**src/hdl/timer_gate_map.vh**
```
// register offsets, field positions and reset values of the gated counter
`ifndef TIMER_GATE_MAP_VH
`define TIMER_GATE_MAP_VH
// ****************************************
// register byte addresses
// ****************************************
`define ADDR_CTRL 12'h000
`define ADDR_GATE 12'h004
`define ADDR_CNT_LO 12'h008
`define ADDR_CNT_HI 12'h00C
`define ADDR_WDOG 12'h010
`define ADDR_STATUS 12'h014
// ****************************************
// counter control fields
// ****************************************
`define CTRL_ON 0
`define CTRL_ASYNC 2
`define CTRL_OSC 3
// ****************************************
// gate control fields
// ****************************************
`define GATE_SRC_LO 0
`define GATE_SRC_HI 1
`define GATE_TOGGLE 5
`define GATE_POL 6
`define GATE_EN 7
// ****************************************
// watchdog control fields
// ****************************************
`define WD_RATE_LO 0
`define WD_RATE_HI 2
`define WD_ASSIGN 3
`define WD_FUSE 4
// ****************************************
// gate source codes and reset values
// ****************************************
`define SRC_PIN 2'h0
`define SRC_T0 2'h1
`define SRC_T2 2'h2
`define SRC_WDOG 2'h3
`define CTRL_RESET 8'h00
`define GATE_RESET 8'h00
`define WD_RESET 8'h1F
`endif

```
**src/hdl/timer_gate_async_counter.v**
```verilog
// gated 16-bit counter with gate source mux, toggle mode and apb registers
// What this block does
// - oscillator enable starts crystal, runs in sleep
// - async select skips the extra external clock sync stage
// - async counter runs in sleep, overflow wakes
// - mode switch may lose or add one increment
// - byte reads while counting async are valid
// - gate enable makes counting depend on gate
// - active gate counts rising edges, inactive holds
// - gate active when level equals polarity bit
// - two-bit select picks pin, t0, t2, watchdog
// - eight-bit timer rollover gives gate pulse
// - period match reset gives gate pulse
// - gate enable with watchdog source powers watchdog
// - watchdog prescaler bits still set interval
// - gating power gives no watchdog reset or wake
// - toggle flip-flop flips on each source rising edge
// - toggle flip-flop held zero while mode off
// - sixteen-bit count, byte writes load directly
// - counter off unless on bit set
//
// Implementation choices: the APB register port and the register offsets.
`timescale 1ns/10ps
`include "timer_gate_map.vh"

module timer_gate_async_counter #(
   parameter WIDTH = 16
) (
   // clock and reset
   input wire clock,
   input wire reset,
   // apb slave
   input wire psel,
   input wire penable,
   input wire pwrite,
   input wire [11:0] paddr,
   input wire [31:0] pwdata,
   output reg [31:0] prdata,
   output reg pready,
   output reg pslverr,
   // clock and gate sources
   input wire externalClockPin,
   input wire gatePin,
   input wire eightBitTimerOverflow,
   input wire periodMatchTimerReset,
   input wire watchdogOverflow,
   input wire sleepMode,
   // power and wake controls
   output reg lowPowerOscEnable,
   output reg watchdogPowerOn,
   output reg watchdogResetEnable,
   output reg watchdogPrescalerAssign,
   output reg [2:0] watchdogPrescalerRate,
   output reg overflowWake,
   output reg [WIDTH-1:0] countValue
);

   // ****************************************
   // control registers
   // ****************************************
   reg [7:0] counterControlReg_q;
   reg [7:0] gateControlReg_q;
   reg [7:0] watchdogReg_q;
   reg [WIDTH-1:0] count_q;
   reg [WIDTH-1:0] count_d;
   reg overflowFlag_q;

   wire counterOn = counterControlReg_q[`CTRL_ON];
   wire asyncCountSelect = counterControlReg_q[`CTRL_ASYNC];
   wire gateEnable = gateControlReg_q[`GATE_EN];
   wire gatePolarity = gateControlReg_q[`GATE_POL];
   wire gateToggleEnable = gateControlReg_q[`GATE_TOGGLE];
   wire [1:0] gateSourceSelect = gateControlReg_q[`GATE_SRC_HI:`GATE_SRC_LO];
   wire watchdogFuse = watchdogReg_q[`WD_FUSE];

   // ****************************************
   // source synchronisers
   // ****************************************
   // first stage feeds only the second; the async edge is taken from the second and third, the sync edge from the third and a delay stage
   reg [4:0] syncA_q;
   reg [4:0] syncB_q;
   reg [4:0] syncC_q;
   wire [4:0] rawSources = {watchdogOverflow, periodMatchTimerReset, eightBitTimerOverflow,
      gatePin, externalClockPin};

   genvar gi;
   generate
      for (gi = 0; gi < 5; gi = gi + 1) begin : gSync
         always @(posedge clock) begin
            if (reset) begin
               syncA_q[gi] <= 1'b0;
               syncB_q[gi] <= 1'b0;
               syncC_q[gi] <= 1'b0;
            end else begin
               syncA_q[gi] <= rawSources[gi];
               syncB_q[gi] <= syncA_q[gi];
               syncC_q[gi] <= syncB_q[gi];
            end
         end
      end
   endgenerate

   // ****************************************
   // external clock edge detection
   // ****************************************
   // async mode skips the extra stage; sync mode adds one, so a switch can slip one edge
   reg extDelay_q;
   always @(posedge clock) begin
      if (reset) begin
         extDelay_q <= 1'b0;
      end else begin
         extDelay_q <= syncC_q[0];
      end
   end
   wire asyncEdge = syncB_q[0] & ~syncC_q[0];
   wire syncEdge = syncC_q[0] & ~extDelay_q;
   wire countTick = asyncCountSelect ? asyncEdge : syncEdge;

   // ****************************************
   // gate source select and toggle
   // ****************************************
   reg gateSource;
   always @* begin
      case (gateSourceSelect)
         `SRC_PIN: gateSource = syncB_q[1];
         `SRC_T0: gateSource = syncB_q[2];
         `SRC_T2: gateSource = syncB_q[3];
         default: gateSource = syncB_q[4];
      endcase
   end

   // previous level of the selected source, so each pulse flips the toggle once
   reg gateSourcePrev_q;
   reg gateToggle_q;
   always @(posedge clock) begin
      if (reset) begin
         gateSourcePrev_q <= 1'b0;
         gateToggle_q <= 1'b0;
      end else begin
         gateSourcePrev_q <= gateSource;
         if (!gateToggleEnable) begin
            gateToggle_q <= 1'b0;
         end else if (gateSource & ~gateSourcePrev_q) begin
            gateToggle_q <= ~gateToggle_q;
         end
      end
   end

   wire gateLevel = gateToggleEnable ? gateToggle_q : gateSource;
   wire gateActive = (gateLevel == gatePolarity);
   wire countEnable = counterOn & (~gateEnable | gateActive);

   // ****************************************
   // apb access decode
   // ****************************************
   // a write lands only when pready is up, at the last edge of the access phase
   wire access = psel & penable;
   wire wrStrobe = access & pwrite & pready;

   // address hits, one per register; no hit gives an error answer and drops the write
   wire hitCtrl = (paddr == `ADDR_CTRL);
   wire hitGate = (paddr == `ADDR_GATE);
   wire hitCntLo = (paddr == `ADDR_CNT_LO);
   wire hitCntHi = (paddr == `ADDR_CNT_HI);
   wire hitWdog = (paddr == `ADDR_WDOG);
   wire hitStatus = (paddr == `ADDR_STATUS);
   wire known = hitCtrl | hitGate | hitCntLo | hitCntHi | hitWdog | hitStatus;

   // one write enable per register
   wire wrCtrl = wrStrobe & hitCtrl;
   wire wrGate = wrStrobe & hitGate;
   wire wrCntLo = wrStrobe & hitCntLo;
   wire wrCntHi = wrStrobe & hitCntHi;
   wire wrWdog = wrStrobe & hitWdog;
   wire wrStatus = wrStrobe & hitStatus;

   // ****************************************
   // counter next value
   // ****************************************
   // a count write beats a coinciding tick, so no rollover is flagged for a step never taken
   wire countIncrement = countEnable & countTick & ~wrCntLo & ~wrCntHi;
   wire countRollOver = countIncrement & (&count_q);

   // next count: a byte load or a single step; software should stop the counter before a load
   always @* begin
      count_d = count_q;
      if (wrCntLo) begin
         count_d[7:0] = pwdata[7:0];
      end else if (wrCntHi) begin
         count_d[WIDTH-1:8] = pwdata[WIDTH-9:0];
      end else if (countIncrement) begin
         count_d = count_q + {{(WIDTH-1){1'b0}}, 1'b1};
      end
   end

   // ****************************************
   // counter and overflow flag
   // ****************************************
   // the counter register, loaded every edge from its next value
   always @(posedge clock) begin
      if (reset) begin
         count_q <= {WIDTH{1'b0}};
      end else begin
         count_q <= count_d;
      end
   end

   // sticky overflow; the set wins over a clear in the same cycle so no rollover is lost
   always @(posedge clock) begin
      if (reset) begin
         overflowFlag_q <= 1'b0;
      end else if (countRollOver) begin
         overflowFlag_q <= 1'b1;
      end else if (wrStatus && pwdata[0]) begin
         overflowFlag_q <= 1'b0;
      end
   end

   // ****************************************
   // register writes
   // ****************************************
   // counter control: on, async select and oscillator enable
   always @(posedge clock) begin
      if (reset) begin
         counterControlReg_q <= `CTRL_RESET;
      end else if (wrCtrl) begin
         counterControlReg_q <= pwdata[7:0];
      end
   end

   // gate control; polarity and toggle must not change in one write, the result is undefined
   always @(posedge clock) begin
      if (reset) begin
         gateControlReg_q <= `GATE_RESET;
      end else if (wrGate) begin
         gateControlReg_q <= pwdata[7:0];
      end
   end

   // watchdog settings: rate, prescaler assignment and fuse; the fuse comes out of reset set
   always @(posedge clock) begin
      if (reset) begin
         watchdogReg_q <= `WD_RESET;
      end else if (wrWdog) begin
         watchdogReg_q <= pwdata[7:0];
      end
   end

   // ****************************************
   // apb answer
   // ****************************************
   // status bits: overflow flag, toggle flip-flop and live gate value
   wire [31:0] statusWord = {29'h0000000, gateActive, gateToggle_q, overflowFlag_q};

   // read mux over the live registers; count bytes come straight from the counter
   reg [31:0] readData;
   always @* begin
      readData = 32'h00000000;
      case (paddr)
         `ADDR_CTRL: readData = {24'h000000, counterControlReg_q};
         `ADDR_GATE: readData = {24'h000000, gateControlReg_q};
         `ADDR_CNT_LO: readData = {24'h000000, count_q[7:0]};
         `ADDR_CNT_HI: readData = {24'h000000, count_q[WIDTH-1:8]};
         `ADDR_WDOG: readData = {24'h000000, watchdogReg_q};
         `ADDR_STATUS: readData = statusWord;
         default: readData = 32'h00000000;
      endcase
   end

   // one wait state: ready rises in the second access cycle and never later
   always @(posedge clock) begin
      if (reset) begin
         pready <= 1'b0;
      end else begin
         pready <= access & ~pready;
      end
   end

   // error answer on an unmapped address, raised together with ready
   always @(posedge clock) begin
      if (reset) begin
         pslverr <= 1'b0;
      end else begin
         pslverr <= access & ~pready & ~known;
      end
   end

   // read data stands for the ready cycle only and is zero otherwise
   always @(posedge clock) begin
      if (reset) begin
         prdata <= 32'h00000000;
      end else if (access && !pready && !pwrite) begin
         prdata <= readData;
      end else begin
         prdata <= 32'h00000000;
      end
   end

   // ****************************************
   // power, watchdog and wake outputs
   // ****************************************
   // gating powers the watchdog but leaves its reset and wake under the fuse alone
   wire watchdogGateSelected = gateEnable & (gateSourceSelect == `SRC_WDOG);

   // watchdog controls; in reset the prescaler assignment and rate follow the watchdog register's reset value, power and reset enable are held low
   always @(posedge clock) begin
      if (reset) begin
         watchdogPowerOn <= 1'b0;
         watchdogResetEnable <= 1'b0;
         watchdogPrescalerAssign <= 1'b1;
         watchdogPrescalerRate <= 3'h7;
      end else begin
         watchdogPowerOn <= watchdogFuse | watchdogGateSelected;
         watchdogResetEnable <= watchdogFuse;
         watchdogPrescalerAssign <= watchdogReg_q[`WD_ASSIGN];
         watchdogPrescalerRate <= watchdogReg_q[`WD_RATE_HI:`WD_RATE_LO];
      end
   end

   // oscillator enable passes straight through; the start-up wait is left to software
   always @(posedge clock) begin
      if (reset) begin
         lowPowerOscEnable <= 1'b0;
      end else begin
         lowPowerOscEnable <= counterControlReg_q[`CTRL_OSC];
      end
   end

   // wake needs sleep and async counting; a synchronised counter cannot run while asleep
   always @(posedge clock) begin
      if (reset) begin
         overflowWake <= 1'b0;
      end else begin
         overflowWake <= overflowFlag_q & sleepMode & asyncCountSelect;
      end
   end

   // count output is taken from the next value so it tracks the counter with no lag
   always @(posedge clock) begin
      if (reset) begin
         countValue <= {WIDTH{1'b0}};
      end else begin
         countValue <= count_d;
      end
   end

endmodule

```
**config.mk**
```make
export PLATFORM = sky130hd
export DESIGN_NAME = timer_gate_async_counter
export DESIGN_NICKNAME = d
export VERILOG_FILES = /design/src/hdl/timer_gate_async_counter.v
export VERILOG_INCLUDE_DIRS = /design/src /design/src/hdl
export SDC_FILE = /design/constraint.sdc
export NUM_CORES = 1
export LEC_CHECK = 0
export BUFFER_PORTS_ARGS = -buffer_cell sky130_fd_sc_hd__buf_4
export CAP_MARGIN = 20
export CORE_MARGIN = 10
export CORE_UTILIZATION = 30
export CTS_BUF_LIST = sky130_fd_sc_hd__clkbuf_8
export DETAILED_ROUTE_END_ITERATION = 6
export GPL_TIMING_DRIVEN = 0
export PLACE_DENSITY = 0.59
export SLEW_MARGIN = 5
export SYNTH_ARGS = -nofsm -noshare
export SYNTH_HDL_FRONTEND = slang
export SYNTH_SLANG_ARGS = --single-unit
export TNS_END_PERCENT = 10
```
**constraint.sdc**
```tcl
create_clock -name clock -period 4.65 [get_ports clock]
set_clock_uncertainty 0.1 [all_clocks]
set_input_delay 0 -clock clock [delete_from_list [all_inputs] [get_ports clock]]
set_output_delay 0 -clock clock [all_outputs]
set_load 0.01 [all_outputs]
```
# Yosys cells after proc, flatten, opt, wreduce, memory -nomap -nowiden
# Cells that the tools add are included.
[totals]
word_cells = 105
ff_bits = 97
[classes]
reduce_logical = 15
n_addsub = 1
n_mux = 10
bitwise = 40
eq_ne = 10
[op_table]
columns = ["op", "count"]
rows = [
  ["$pmux 8 s6", 1],
  ["$eq 12x4->1 const B", 2],
  ["$eq 12x5->1 const B", 2],
  ["$mux 8", 3],
  ["$and 1x1->1", 22],
  ["$add 16x1->16 const B", 1],
  ["$mux 16", 1],
  ["$reduce_and 16->1", 1],
  ["$eq 12x3->1 const B", 1],
  ["$logic_not 12->1", 1],
  ["$not 1->1", 11],
  ["$or 1x1->1", 7],
  ["$reduce_bool 2->1", 3],
  ["$eq 2x2->1 const B", 2],
  ["$mux 1", 4],
  ["$reduce_and 2->1", 2],
  ["$reduce_or 2->1", 2],
  ["$logic_and 1x1->1", 3],
  ["$pmux 1 s3", 1],
  ["$eq 2x1->1 const B", 1],
  ["$logic_not 1->1", 2],
  ["$logic_not 2->1", 1],
  ["$ne 2x2->1 const B", 1],
  ["$eq 1x1->1", 1],
]

# Logic depth before layout (Yosys ltp)
# Gate-level depths: netlist (run 1).
[logic_depth]
word_depth = 12
depth_mapped = 9
depth_no_buf = 6

# Worst setup path after synthesis (run 1)
# No wires, ideal clock.
[synth_timing]
kind = "register to register"
start = "register pready"
end = "register countValue[12]"
t_arrival_ns = 1.685
t_required_ns = 4.428
stages_incl_launch_ff = 10
slack_ns = 2.743
synth_period_minus_slack_ns = 1.907
cell_sequence = "dfxtp_1 -> and4_1 -> clkbuf_1 -> nand2_1 -> or3_1 -> buf_6 -> buf_6 -> nand4_1 -> xor2_1 -> o21ai_0"
[synth_via]
elab_chain_len = 7
[synth_rtl]
columns = ["item", "line", "rtl"]
rows = [
  ["start, declared", "timer_gate_async_counter.v:39", "output reg pready,"],
  ["start signal, assigned", "timer_gate_async_counter.v:275", "pready <= access & ~pready;"],
  ["$and 1x1->1 *", "timer_gate_async_counter.v:158", "wire wrStrobe = access & pwrite & pready;"],
  ["$and 1x1->1", "timer_gate_async_counter.v:172", "wire wrCntLo = wrStrobe & hitCntLo;"],
  ["$not 1->1 (no line)", "n/a", ""],
  ["$and 1x1->1 (2 in series)", "timer_gate_async_counter.v:181", "wire countIncrement = countEnable & countTick & ~wrCntLo & ~wrCntHi;"],
  ["$reduce_bool 2->1 (no line)", "n/a", ""],
  ["$reduce_and 2->1 (no line)", "n/a", ""],
  ["end signal, assigned", "timer_gate_async_counter.v:341", "countValue <= {WIDTH{1'b0}};"],
  ["end signal, assigned", "timer_gate_async_counter.v:343", "countValue <= count_d;"],
  ["end, declared", "timer_gate_async_counter.v:55", "output reg [WIDTH-1:0] countValue"],
]
# Every way passes the cells marked *; elsewhere a longest branch is shown, timed or not.
# A chain may end at the register's enable or synchronous reset.

# Worst setup path after layout (run 1)
[layout_timing]
start = "input port paddr[4]"
end = "register counterControlReg_q[7]"
[layout_via]
elab_chain_len = 2
[layout_rtl]
columns = ["item", "line", "rtl"]
rows = [
  ["start, declared", "timer_gate_async_counter.v:36", "input wire [11:0] paddr,"],
  ["$logic_not 12->1", "n/a", ""],
  ["$and 1x1->1", "timer_gate_async_counter.v:170", "wire wrCtrl = wrStrobe & hitCtrl;"],
  ["end signal, assigned", "timer_gate_async_counter.v:225", "counterControlReg_q <= `CTRL_RESET;"],
  ["end signal, assigned", "timer_gate_async_counter.v:227", "counterControlReg_q <= pwdata[7:0];"],
  ["end, declared", "timer_gate_async_counter.v:61", "reg [7:0] counterControlReg_q;"],
]
# No other way between the ends.

==> results of run 1 <==
==> layout make-up <==
type	instances	area (µm²)
Clock inverter	5	25.0
Buffer	45	297
Inverter	1	3.75
Multi-Input combinational cell	269	1760
Sequential cell	73	1460
Timing Repair Buffer	81	653
Fill cell	1173	6800
Tap cell	143	179
Clock buffer	10	138
==> state kept, by name (all words and copies together), names as in the netlist <==
name	count
lowPowerOscEnable	1
extDelay_q	1
watchdogReg_q	8
gateControlReg_q	8
counterControlReg_q	8
gateSourcePrev_q	1
pslverr	1
watchdogPowerOn	1
prdata	8
watchdogResetEnable	1
overflowFlag_q	1
watchdogPrescalerAssign	1
syncB_q	5
overflowWake	1
watchdogPrescalerRate	3
pready	1
countValue	16
gateToggle_q	1
syncA_q	5
syncC_q	1
==> cell usage after synthesis (all sizes together), types with 3 or more instances <==
| library cell | n |
|---|---|
| o21ai | 6 |
| nor2 | 49 |
| xnor2 | 5 |
| dfxtp | 73 |
| or2 | 4 |
| buf | 37 |
| nor2b | 15 |
| nor3b | 3 |
| or3 | 3 |
| and3 | 12 |
| nand4 | 10 |
| xor2 | 12 |
| nand3b | 4 |
| nand2 | 32 |
| nor3 | 3 |
| a211oi | 12 |
| a21oi | 7 |
| mux4 | 7 |
| clkbuf | 8 |
| nand3 | 9 |
| a22oi | 5 |
| mux2i | 22 |
==> stage by stage <==
stage / utilization / setup WS (ns)
detailed placement: 0.369 / 2.49
global placement: 0.369 / 2.53
finish: 0.399 / 2.46
floorplan: - / 2.74
CTS: 0.399 / 2.47
global route: 0.399 / 2.30
==> critical path, stage by stage <==
cell and delay [ns]:
dlygate4sd3_1 0.54, buf_4 0.16, nor4_2 0.27, and3_1 0.32
buf_2 0.27, and3_1 0.17, buf_2 0.25, mux2i_1 0.24
nor2_1 0.07
==> routing by layer <==
layer | up-vias | global-route usage | routed length, µm
met5 | - | 0 | 0
met4 | 0 | 0.0543 | 151
met3 | 12 | 0.0343 | 725
met2 | 102 | 0.191 | 4500
met1 | 1385 | 0.156 | 4590
li1 | 1455 | - | -
==> cell families (layout without fill, tap and decap cells) <==
| family | after synthesis | after routing | synth area share |
|---|---|---|---|
| other cells | 1 | 24 | 0.00109 |
| buf+inv | 46 | 142 | 0.0873 |
| flops | 73 | 73 | 0.425 |
| fa+ha+maj | 1 | 1 | 0.00364 |
| mux | 31 | 31 | 0.116 |
| xor+xnor | 17 | 17 | 0.0433 |
| compound gates | 40 | 40 | 0.0913 |
| simple gates | 156 | 156 | 0.232 |
==> report_power, final <==
group	switching [µW]	total [µW]	internal (µW)
logic	48.7	101	52.3
registers	1.55	632	631
clock network	228	428	199
==> path summary, 6_finish.rpt <==
kind | startpoint | end | slack [ns] | cells past startpoint
min | paddr[11] | pslverr | 0.03 | 4
max reg2reg | pready | countValue[13] | 2.47 | 8
min reg2reg | syncA_q[3] | syncB_q[3] | 0.34 | 1
max | paddr[4] | counterControlReg_q[7] | 2.46 | 9
==> run_results.csv, run 1 <==
group,metric,value,unit
sta,setup_viol,0,
synth,synth_area,3440,µm²
finish,stdcell_count,627,
synth,synth_ff_type,"dfxtp_1",
clock_network,htreeDepth,3,
finish,syn_to_final_growth,31.4,%
sta,rsz0062_at_grt,"no",
sta,slew_violations,0,
synth,yosys.area.top_type,"dfxtp_1",
clock_network,cts.sinks,73,
sta,fin_tns_setup,0,ns
synth,synthArstFlopShare,0,
setup_path,crit_path_start_kind,"input pin",
clock_network,numCtsBuffers,9,
clock_network,cts_setup_buffers,0,
route,route.detailed.drc,0,
synth,syn_inst,365,
route,ant_nets,0,
clock_network,cts_hold_buf,18,
clock_network,clockBufferDepth,2,
route,vias,2954,
floorplan,fp.coreArea,11300,µm²
finish,drive_above_1_share,0.273,
setup_path,crit_required,4.77,ns
placed_design,dp_cells,594,
status,status,"complete, no violations",
setup_path,worstSetupPathType,"input pin to flip-flop",
synth,synth-seq-area-share,0.425,
clock_network,cts_tree,"yes",
setup_path,end_kind,"flip-flop",
floorplan,die_h,127,µm
sta,finalCritPeriodShare,0.472,
sta,post-route-min-period,2.19,ns
route,routed_via_density,4.71,
sta,hold_viol_final,0,
floorplan,num_rows,39,
global_routing,antenna_found_initial,0,
global_routing,grt_max_degree,12,
synth,synth_edf_count,0,
global_routing,grt_remaining_overflow,0,
finish,layout.nets,536,
placed_design,gp_congestion,0.865,
synth,synth_top_area_share,0.425,
placed_design,dpl_cell_area,4180,µm²
route,finalWirelength,9970,µm
synth,ys_ff_latch,73,
sta,fin_hold_ws,0.0318,ns
global_routing,grt_use_total,0.123,
synth,yosys.cell_types.count,46,
finish,layout_common_cells,"buf_4, dfxtp_1, nor2_1",
placed_design,io_buffers,63,
route,routedWlPerCell,15.9,µm
run,max-cap-violations,0,
floorplan,pin_count,113,
finish,finalInstanceArea,4520,µm²
floorplan,dieArea,16100,µm²
pwr,p_total,1160,µW
sta,tightest_slew,0.649,ns
finish,diodes,0,
setup_path,arrival,2.31,ns
global_routing,grt_pass1_vias,3043,
placed_design,dp_hpwl,7700,µm
route,drtPass1Iterations,4,
synth,synth_warnings,0,
finish,layout_commonest_cell,"buf_4",
clock_network,clkTransAtPathRegs,0.07,ns
floorplan,initial_core_util,0.304,
pwr,power_per_cell_area,257,nW/µm²
floorplan,die_w,127,µm
pwr,ir_worst_vdd,0.000100,V
synth,syn_area_per_cell,9.42,µm²
synth,synthTopCellsByArea,"dfxtp_1, mux2i_1, nor2_1",
clock_network,clk_latency,0.35,ns
clock_network,cts_resized,0,
sta,maxSlewHeadroom,0.568,
hold_path,hold_class,"input pin to flip-flop",
setup_path,crit_path_max_fanout,10,
route,drt_iter0_drc,172,
pwr,p_leak,0.00185,µW
sta,clock.fmax,456,MHz
global_routing,grt_pass1_wl,16000,µm
clock_network,clock-root-buffer,"clkbuf_8",
No activity file was read; power rests on OpenSTA's default activity.
==> run 2, diff against run 1 <==
- clock period: 4.65 -> 2.1 ns (I/O delays scaled with it)
==> run 2 against run 1 <==
Cell count rose by 0.16%; sequential power grew 120%; routed wire length increased by 0.67%; sequential cell count stayed put; largest cell class unchanged; highest routed layer unchanged.
==> run_results.csv, run 2 (synthesis gave the netlist of run 1 again) <==
group,metric,value,unit
status,status,"complete, no violations",
finish,layout.nets,537,
placed_design,dpl_cell_area,4180,µm²
sta,slew_violations,0,
setup_path,arrival,2.20,ns
finish,layout_commonest_cell,"buf_4",
global_routing,antenna_found_initial,0,
sta,setup_viol,0,
sta,fin_hold_ws,0.0225,ns
route,routedWlPerCell,16.0,µm
pwr,netSwitchingFraction,0.241,
global_routing,grt_pass1_wl,16100,µm
setup_path,worstSetupPathType,"flip-flop to flip-flop",
finish,regMostFlops,"countValue",
finish,num-fill-cells,1169,
floorplan,pin_count,113,
sta,clock.fmax,492,MHz
run,max-cap-violations,0,
sta,maxSlewHeadroom,0.563,
route,ant_nets,0,
finish,diodes,0,
finish,layout_common_cells,"buf_4, dfxtp_1, nor2_1",
finish,finalInstanceArea,4570,µm²
placed_design,gp_congestion,0.865,
sta,finalCritPeriodShare,0.968,
floorplan,dieArea,16100,µm²
pwr,combPwrFrac,0.088,
setup_path,end_kind,"flip-flop",
setup_path,crit_path_max_fanout,5,
route,routed_via_density,4.69,
route,route.detailed.drc,0,
hold_path,hold_class,"input pin to flip-flop",
pwr,power_frac_seq,0.543,
setup_path,path_cells,"mux2i_2 > mux2i_2 > a211oi_4 > buf_6 > nand3_1 > or3_1 > a311oi_2",
placed_design,dp_hpwl,7700,µm
finish,drive_above_1_share,0.297,
floorplan,num_rows,39,
pwr,power.switching,622,µW
route,vias,2945,
pwr,p_int,1960,µW
pwr,clkPwrFrac,0.369,
route,drtPass1Iterations,4,
clock_network,cts_tree,"yes",
pwr,ir_worst_vdd,0.000218,V
route,finalWirelength,10000,µm
clock_network,clockBufferDepth,2,
setup_path,crit_slowest_cell,"dfxtp_4",
placed_design,io_buffers,63,
global_routing,grt_pass1_vias,3046,
clock_network,numCtsBuffers,9,
route,drt_iter0_drc,208,
floorplan,initial_core_util,0.304,
clock_network,clock-root-buffer,"clkbuf_8",
sta,tightest_slew,0.656,ns
finish,regArea,1470,µm²
finish,syn_to_final_growth,32.9,%
global_routing,grt_use_total,0.124,
pwr,p_leak,0.00187,µW
setup_path,crit_required,2.27,ns
clock_network,htreeDepth,3,
clock_network,cts.sinks,73,
sta,post-route-min-period,2.03,ns
sta,hold_viol_final,0,
floorplan,die_h,127,µm
clock_network,clkTransAtPathRegs,0.07,ns
clock_network,clk_latency,0.35,ns
pwr,power_per_cell_area,564,nW/µm²
floorplan,fp.coreArea,11300,µm²
setup_path,crit_path_start_kind,"flip-flop",
floorplan,die_w,127,µm
finish,multiInputGateArea,1790,µm²
global_routing,grt_remaining_overflow,0,
finish,largest_reg_flops,16,
global_routing,grt_max_degree,12,
setup_path,slowest_delay,0.38,ns
setup_path,cpMostUsedCell,"mux2i_2",
## run 2: changes by cell type in the layout (fill, tap and decap cells not counted), moves of 2 or more
cell,before,now
dfxtp_2,0,2
dfxtp_1,73,70
buf_4,87,89
mux2i_2,0,3
mux2i_1,22,19
## run 2: power by group through the flow
stage	logic [µW]	registers (µW)	clock network, µW
after floorplan	106	1430	0
after global placement	192	1430	0
after detailed placement	194	1430	0
after CTS	222	1400	971
after global routing	247	1400	1030
final	227	1400	951
## run 2: worst paths after layout
kind                  startpoint            end  slack [ns]  cells after the start
min                    paddr[11]        pslverr        0.02                      4
min reg2reg           syncA_q[3]     syncB_q[3]        0.34                      1
max          gateControlReg_q[1]  countValue[9]        0.07                      7
max reg2reg  gateControlReg_q[1]  countValue[9]        0.07                      7
## run 2: worst max-delay path: cells and delay by family, from the launching register on
family,cells,cell delay (ns)
flops,1,0.38
buf+inv,1,0.16
simple gates,2,0.43
compound gates,2,0.45
mux,2,0.42
## run 2: through the flow
stage / TNS (ns) / cells / setup slack [ns] / power [µW] / utilization
2_1_floorplan: 0 / 388 / 0.193 / 1540 / -
3_5_place_dp: -0.314 / 594 / -0.0565 / 1630 / 0.369
6_report: 0 / 628 / 0.0674 / 2580 / 0.404
5_1_grt: -0.0738 / 628 / -0.0367 / 2670 / 0.404
3_3_place_gp: -0.113 / 594 / -0.0228 / 1620 / 0.369
4_1_cts: 0 / 627 / 0.0504 / 2590 / 0.400
## run 2: cell type report
| type | instances | area share |
|---|---|---|
| tap | 143 | 0.0391 |
| clock inverter | 5 | 0.00547 |
| buffer | 44 | 0.0649 |
| inverter | 1 | 0.000821 |
| timing repair buffer | 83 | 0.147 |
| multi-input combinational | 269 | 0.391 |
| sequential | 73 | 0.321 |
| clock buffer | 10 | 0.0301 |
## run 2: routing by layer
| metal | GRT usage | wire [µm] | up-vias |
|---|---|---|---|
| met2 | 0.192 | 4510 | 96 |
| met5 | 0 | 0 | - |
| met4 | 0.0543 | 185 | 0 |
| met3 | 0.0347 | 761 | 13 |
| li1 | - | - | 1457 |
| met1 | 0.157 | 4580 | 1379 |
## run 2: repair_timing
| item | in CTS | in global routing |
|---|---|---|
| endpoints found under the setup margin | 14 | 17 |
| hold endpoints to repair | 56 | 0 |
| gates resized for setup | 2 | 13 |
| hold buffers | 18 | 0 |
| setup buffers | 1 | 1 |
| pin swaps | 1 | 0 |
==> run 3, diff against run 2 <==
- REMOVE_ABC_BUFFERS: not set -> 1
==> run 3 against run 2 <==
Design area fell by 4.1%; largest cell class unchanged; highest routed layer unchanged; hold slack better by 0.0081 ns; routed wire length decreased by 6.7%; count of clock-buffer cells in the layout down 1; register-to-register slack better by 0.02 ns; critical path type unchanged.
==> run_results.csv, run 3 (synthesis gave the netlist of run 1 again) <==
group,metric,value,unit
status,status,"complete, no violations",
finish,layout.nets,501,
route,routed_via_density,4.66,
clock_network,clock-root-buffer,"clkbuf_8",
route,ant_nets,0,
clock_network,clkTransAtPathRegs,0.09,ns
pwr,power_per_cell_area,614,nW/µm²
global_routing,grt_pass1_wl,14700,µm
pwr,netSwitchingFraction,0.245,
global_routing,grt_pass1_vias,2765,
pwr,p_int,2030,µW
clock_network,clk_latency,0.36,ns
finish,layout_commonest_cell,"buf_4",
pwr,clkPwrFrac,0.412,
finish,diodes,0,
route,drt_iter0_drc,189,
pwr,p_leak,0.00171,µW
floorplan,pin_count,113,
pwr,power.switching,661,µW
hold_path,min_from,"paddr[10]",
hold_path,whs_path_depth,4,
setup_path,crit_path_start_kind,"flip-flop",
placed_design,io_buffers,64,
finish,drive_above_1_share,0.269,
clock_network,cts_tree,"yes",
pwr,ir_worst_vdd,0.000311,V
setup_path,crit_path_max_fanout,12,
finish,layout_common_cells,"buf_4, dfxtp_1, nor2_1",
hold_path,holdPathEnd,"pslverr",
route,finalWirelength,9360,µm
clock_network,numCtsBuffers,9,
floorplan,initial_core_util,0.304,
global_routing,grt_max_degree,64,
sta,maxSlewHeadroom,0.550,
sta,clock.fmax,498,MHz
route,drtPass1Iterations,5,
global_routing,grt_remaining_overflow,0,
sta,slew_violations,0,
finish,num-fill-cells,1175,
global_routing,antenna_found_initial,0,
setup_path,worstSetupPathType,"flip-flop to flip-flop",
route,routedWlPerCell,15.8,µm
setup_path,r2r_end,"countValue[5]",
route,vias,2763,
sta,post-route-min-period,2.01,ns
floorplan,die_h,127,µm
finish,stdcell_count,593,
setup_path,r2r_start,"pready",
floorplan,dieArea,16100,µm²
sta,finalCritPeriodShare,0.957,
sta,tightest_slew,0.676,ns
finish,syn_to_final_growth,27.5,%
finish,largest_reg_flops,16,
clock_network,htreeDepth,3,
placed_design,gp_congestion,0.791,
sta,setup_viol,0,
pwr,power_frac_seq,0.520,
clock_network,clockBufferDepth,2,
floorplan,num_rows,39,
route,route.detailed.drc,0,
finish,regMostFlops,"countValue",
run,max-cap-violations,0,
placed_design,dp_hpwl,6750,µm
setup_path,reg2reg_slack,0.09,ns
placed_design,dp_cells,550,
setup_path,path_cells,"and4_4 > nand2_1 > or3_4 > buf_4 > nand4b_1 > xor2_1 > a211oi_2",
sta,rsz0062_at_grt,"yes",
floorplan,die_w,127,µm
setup_path,crit_required,2.21,ns
pwr,combPwrFrac,0.068,
sta,hold_viol_final,0,
setup_path,r2r.worst_path.cells,7,
floorplan,fp.coreArea,11300,µm²
setup_path,arrival,2.12,ns
setup_path,crit_slowest_cell,"or3_4",
global_routing,grt_use_total,0.112,
setup_path,end_kind,"flip-flop",
hold_path,hold_class,"input pin to flip-flop",
sta,fin_hold_ws,0.0305,ns
setup_path,slowest_delay,0.46,ns
clock_network,cts.sinks,73,
-- run 3: how the worst max path moves through the flow --
stage                                    from       endpoint  depth (start not counted)
after floorplan                        pready  countValue[0]                          6
final                                  pready  countValue[5]                          7
after detailed placement               pready  countValue[0]                          6
after CTS                 gateControlReg_q[5]  countValue[9]                          7
after global placement                 pready  countValue[0]                          6
after global routing      gateControlReg_q[1]  countValue[9]                          7
-- run 3: area by class of cell --
class | instances | area, µm² | area share
timing repair buffer | 90 | 727 | 0.166
multi-input combinational | 270 | 1810 | 0.413
clock buffer | 9 | 124 | 0.0282
sequential | 73 | 1470 | 0.335
clock inverter | 7 | 71.3 | 0.0163
tap | 143 | 179 | 0.0408
inverter | 1 | 3.75 | 0.000856
-- run 3: worst max-delay path, delay by kind of cell (launching register included) --
family                 cells  cell delay [ns]
AND/OR/NAND/NOR            4             0.95
flip-flops                 1             0.36
XOR/XNOR                   1             0.18
buffers and inverters      1             0.17
AO/OA/AOI/OAI              1             0.09
-- run 3: routing by layer --
metal / vias to the layer above / track usage / wire, µm
met1: 1280 / 0.148 / 4590
met4: 0 / 0.0442 / 159
li1: 1389 / - / -
met2: 82 / 0.167 / 4070
met3: 12 / 0.0343 / 538
met5: - / 0 / 0
-- run 3: timing repair --
action / in CTS / in global routing
gates resized for setup: 6 / 11
hold buffers: 19 / 0
gates cloned: 0 / 1
hold endpoints to repair: 56 / 0
endpoints found under the setup margin: 17 / 12
setup buffers: 3 / 4
pin swaps: 1 / 1
-- run 3: per-stage QoR --
| stage | cell area [µm²] | power [µW] | setup TNS (ns) | setup WS, ns | utilization |
|---|---|---|---|---|---|
| 5_1_grt | 4390 | 2790 | -0.0175 | -0.0143 | 0.387 |
| 2_1_floorplan | 3230 | 1480 | -0.179 | -0.0844 | - |
| 3_5_place_dp | 3890 | 1580 | -4.30 | -0.353 | 0.344 |
| 3_3_place_gp | 3890 | 1580 | -3.51 | -0.329 | 0.344 |
| 6_report | 4390 | 2690 | 0 | 0.0905 | 0.387 |
| 4_1_cts | 4310 | 2710 | 0 | 0.0156 | 0.381 |
-- run 3: power by group through the flow --
stage                     Sequential (µW)  Clock [µW]  Combinational [µW]
after global routing                 1400        1190                 201
after global placement               1430           0                 150
final                                1400        1110                 184
after detailed placement             1430           0                 152
after floorplan                      1430           0                51.0
after CTS                            1400        1120                 181
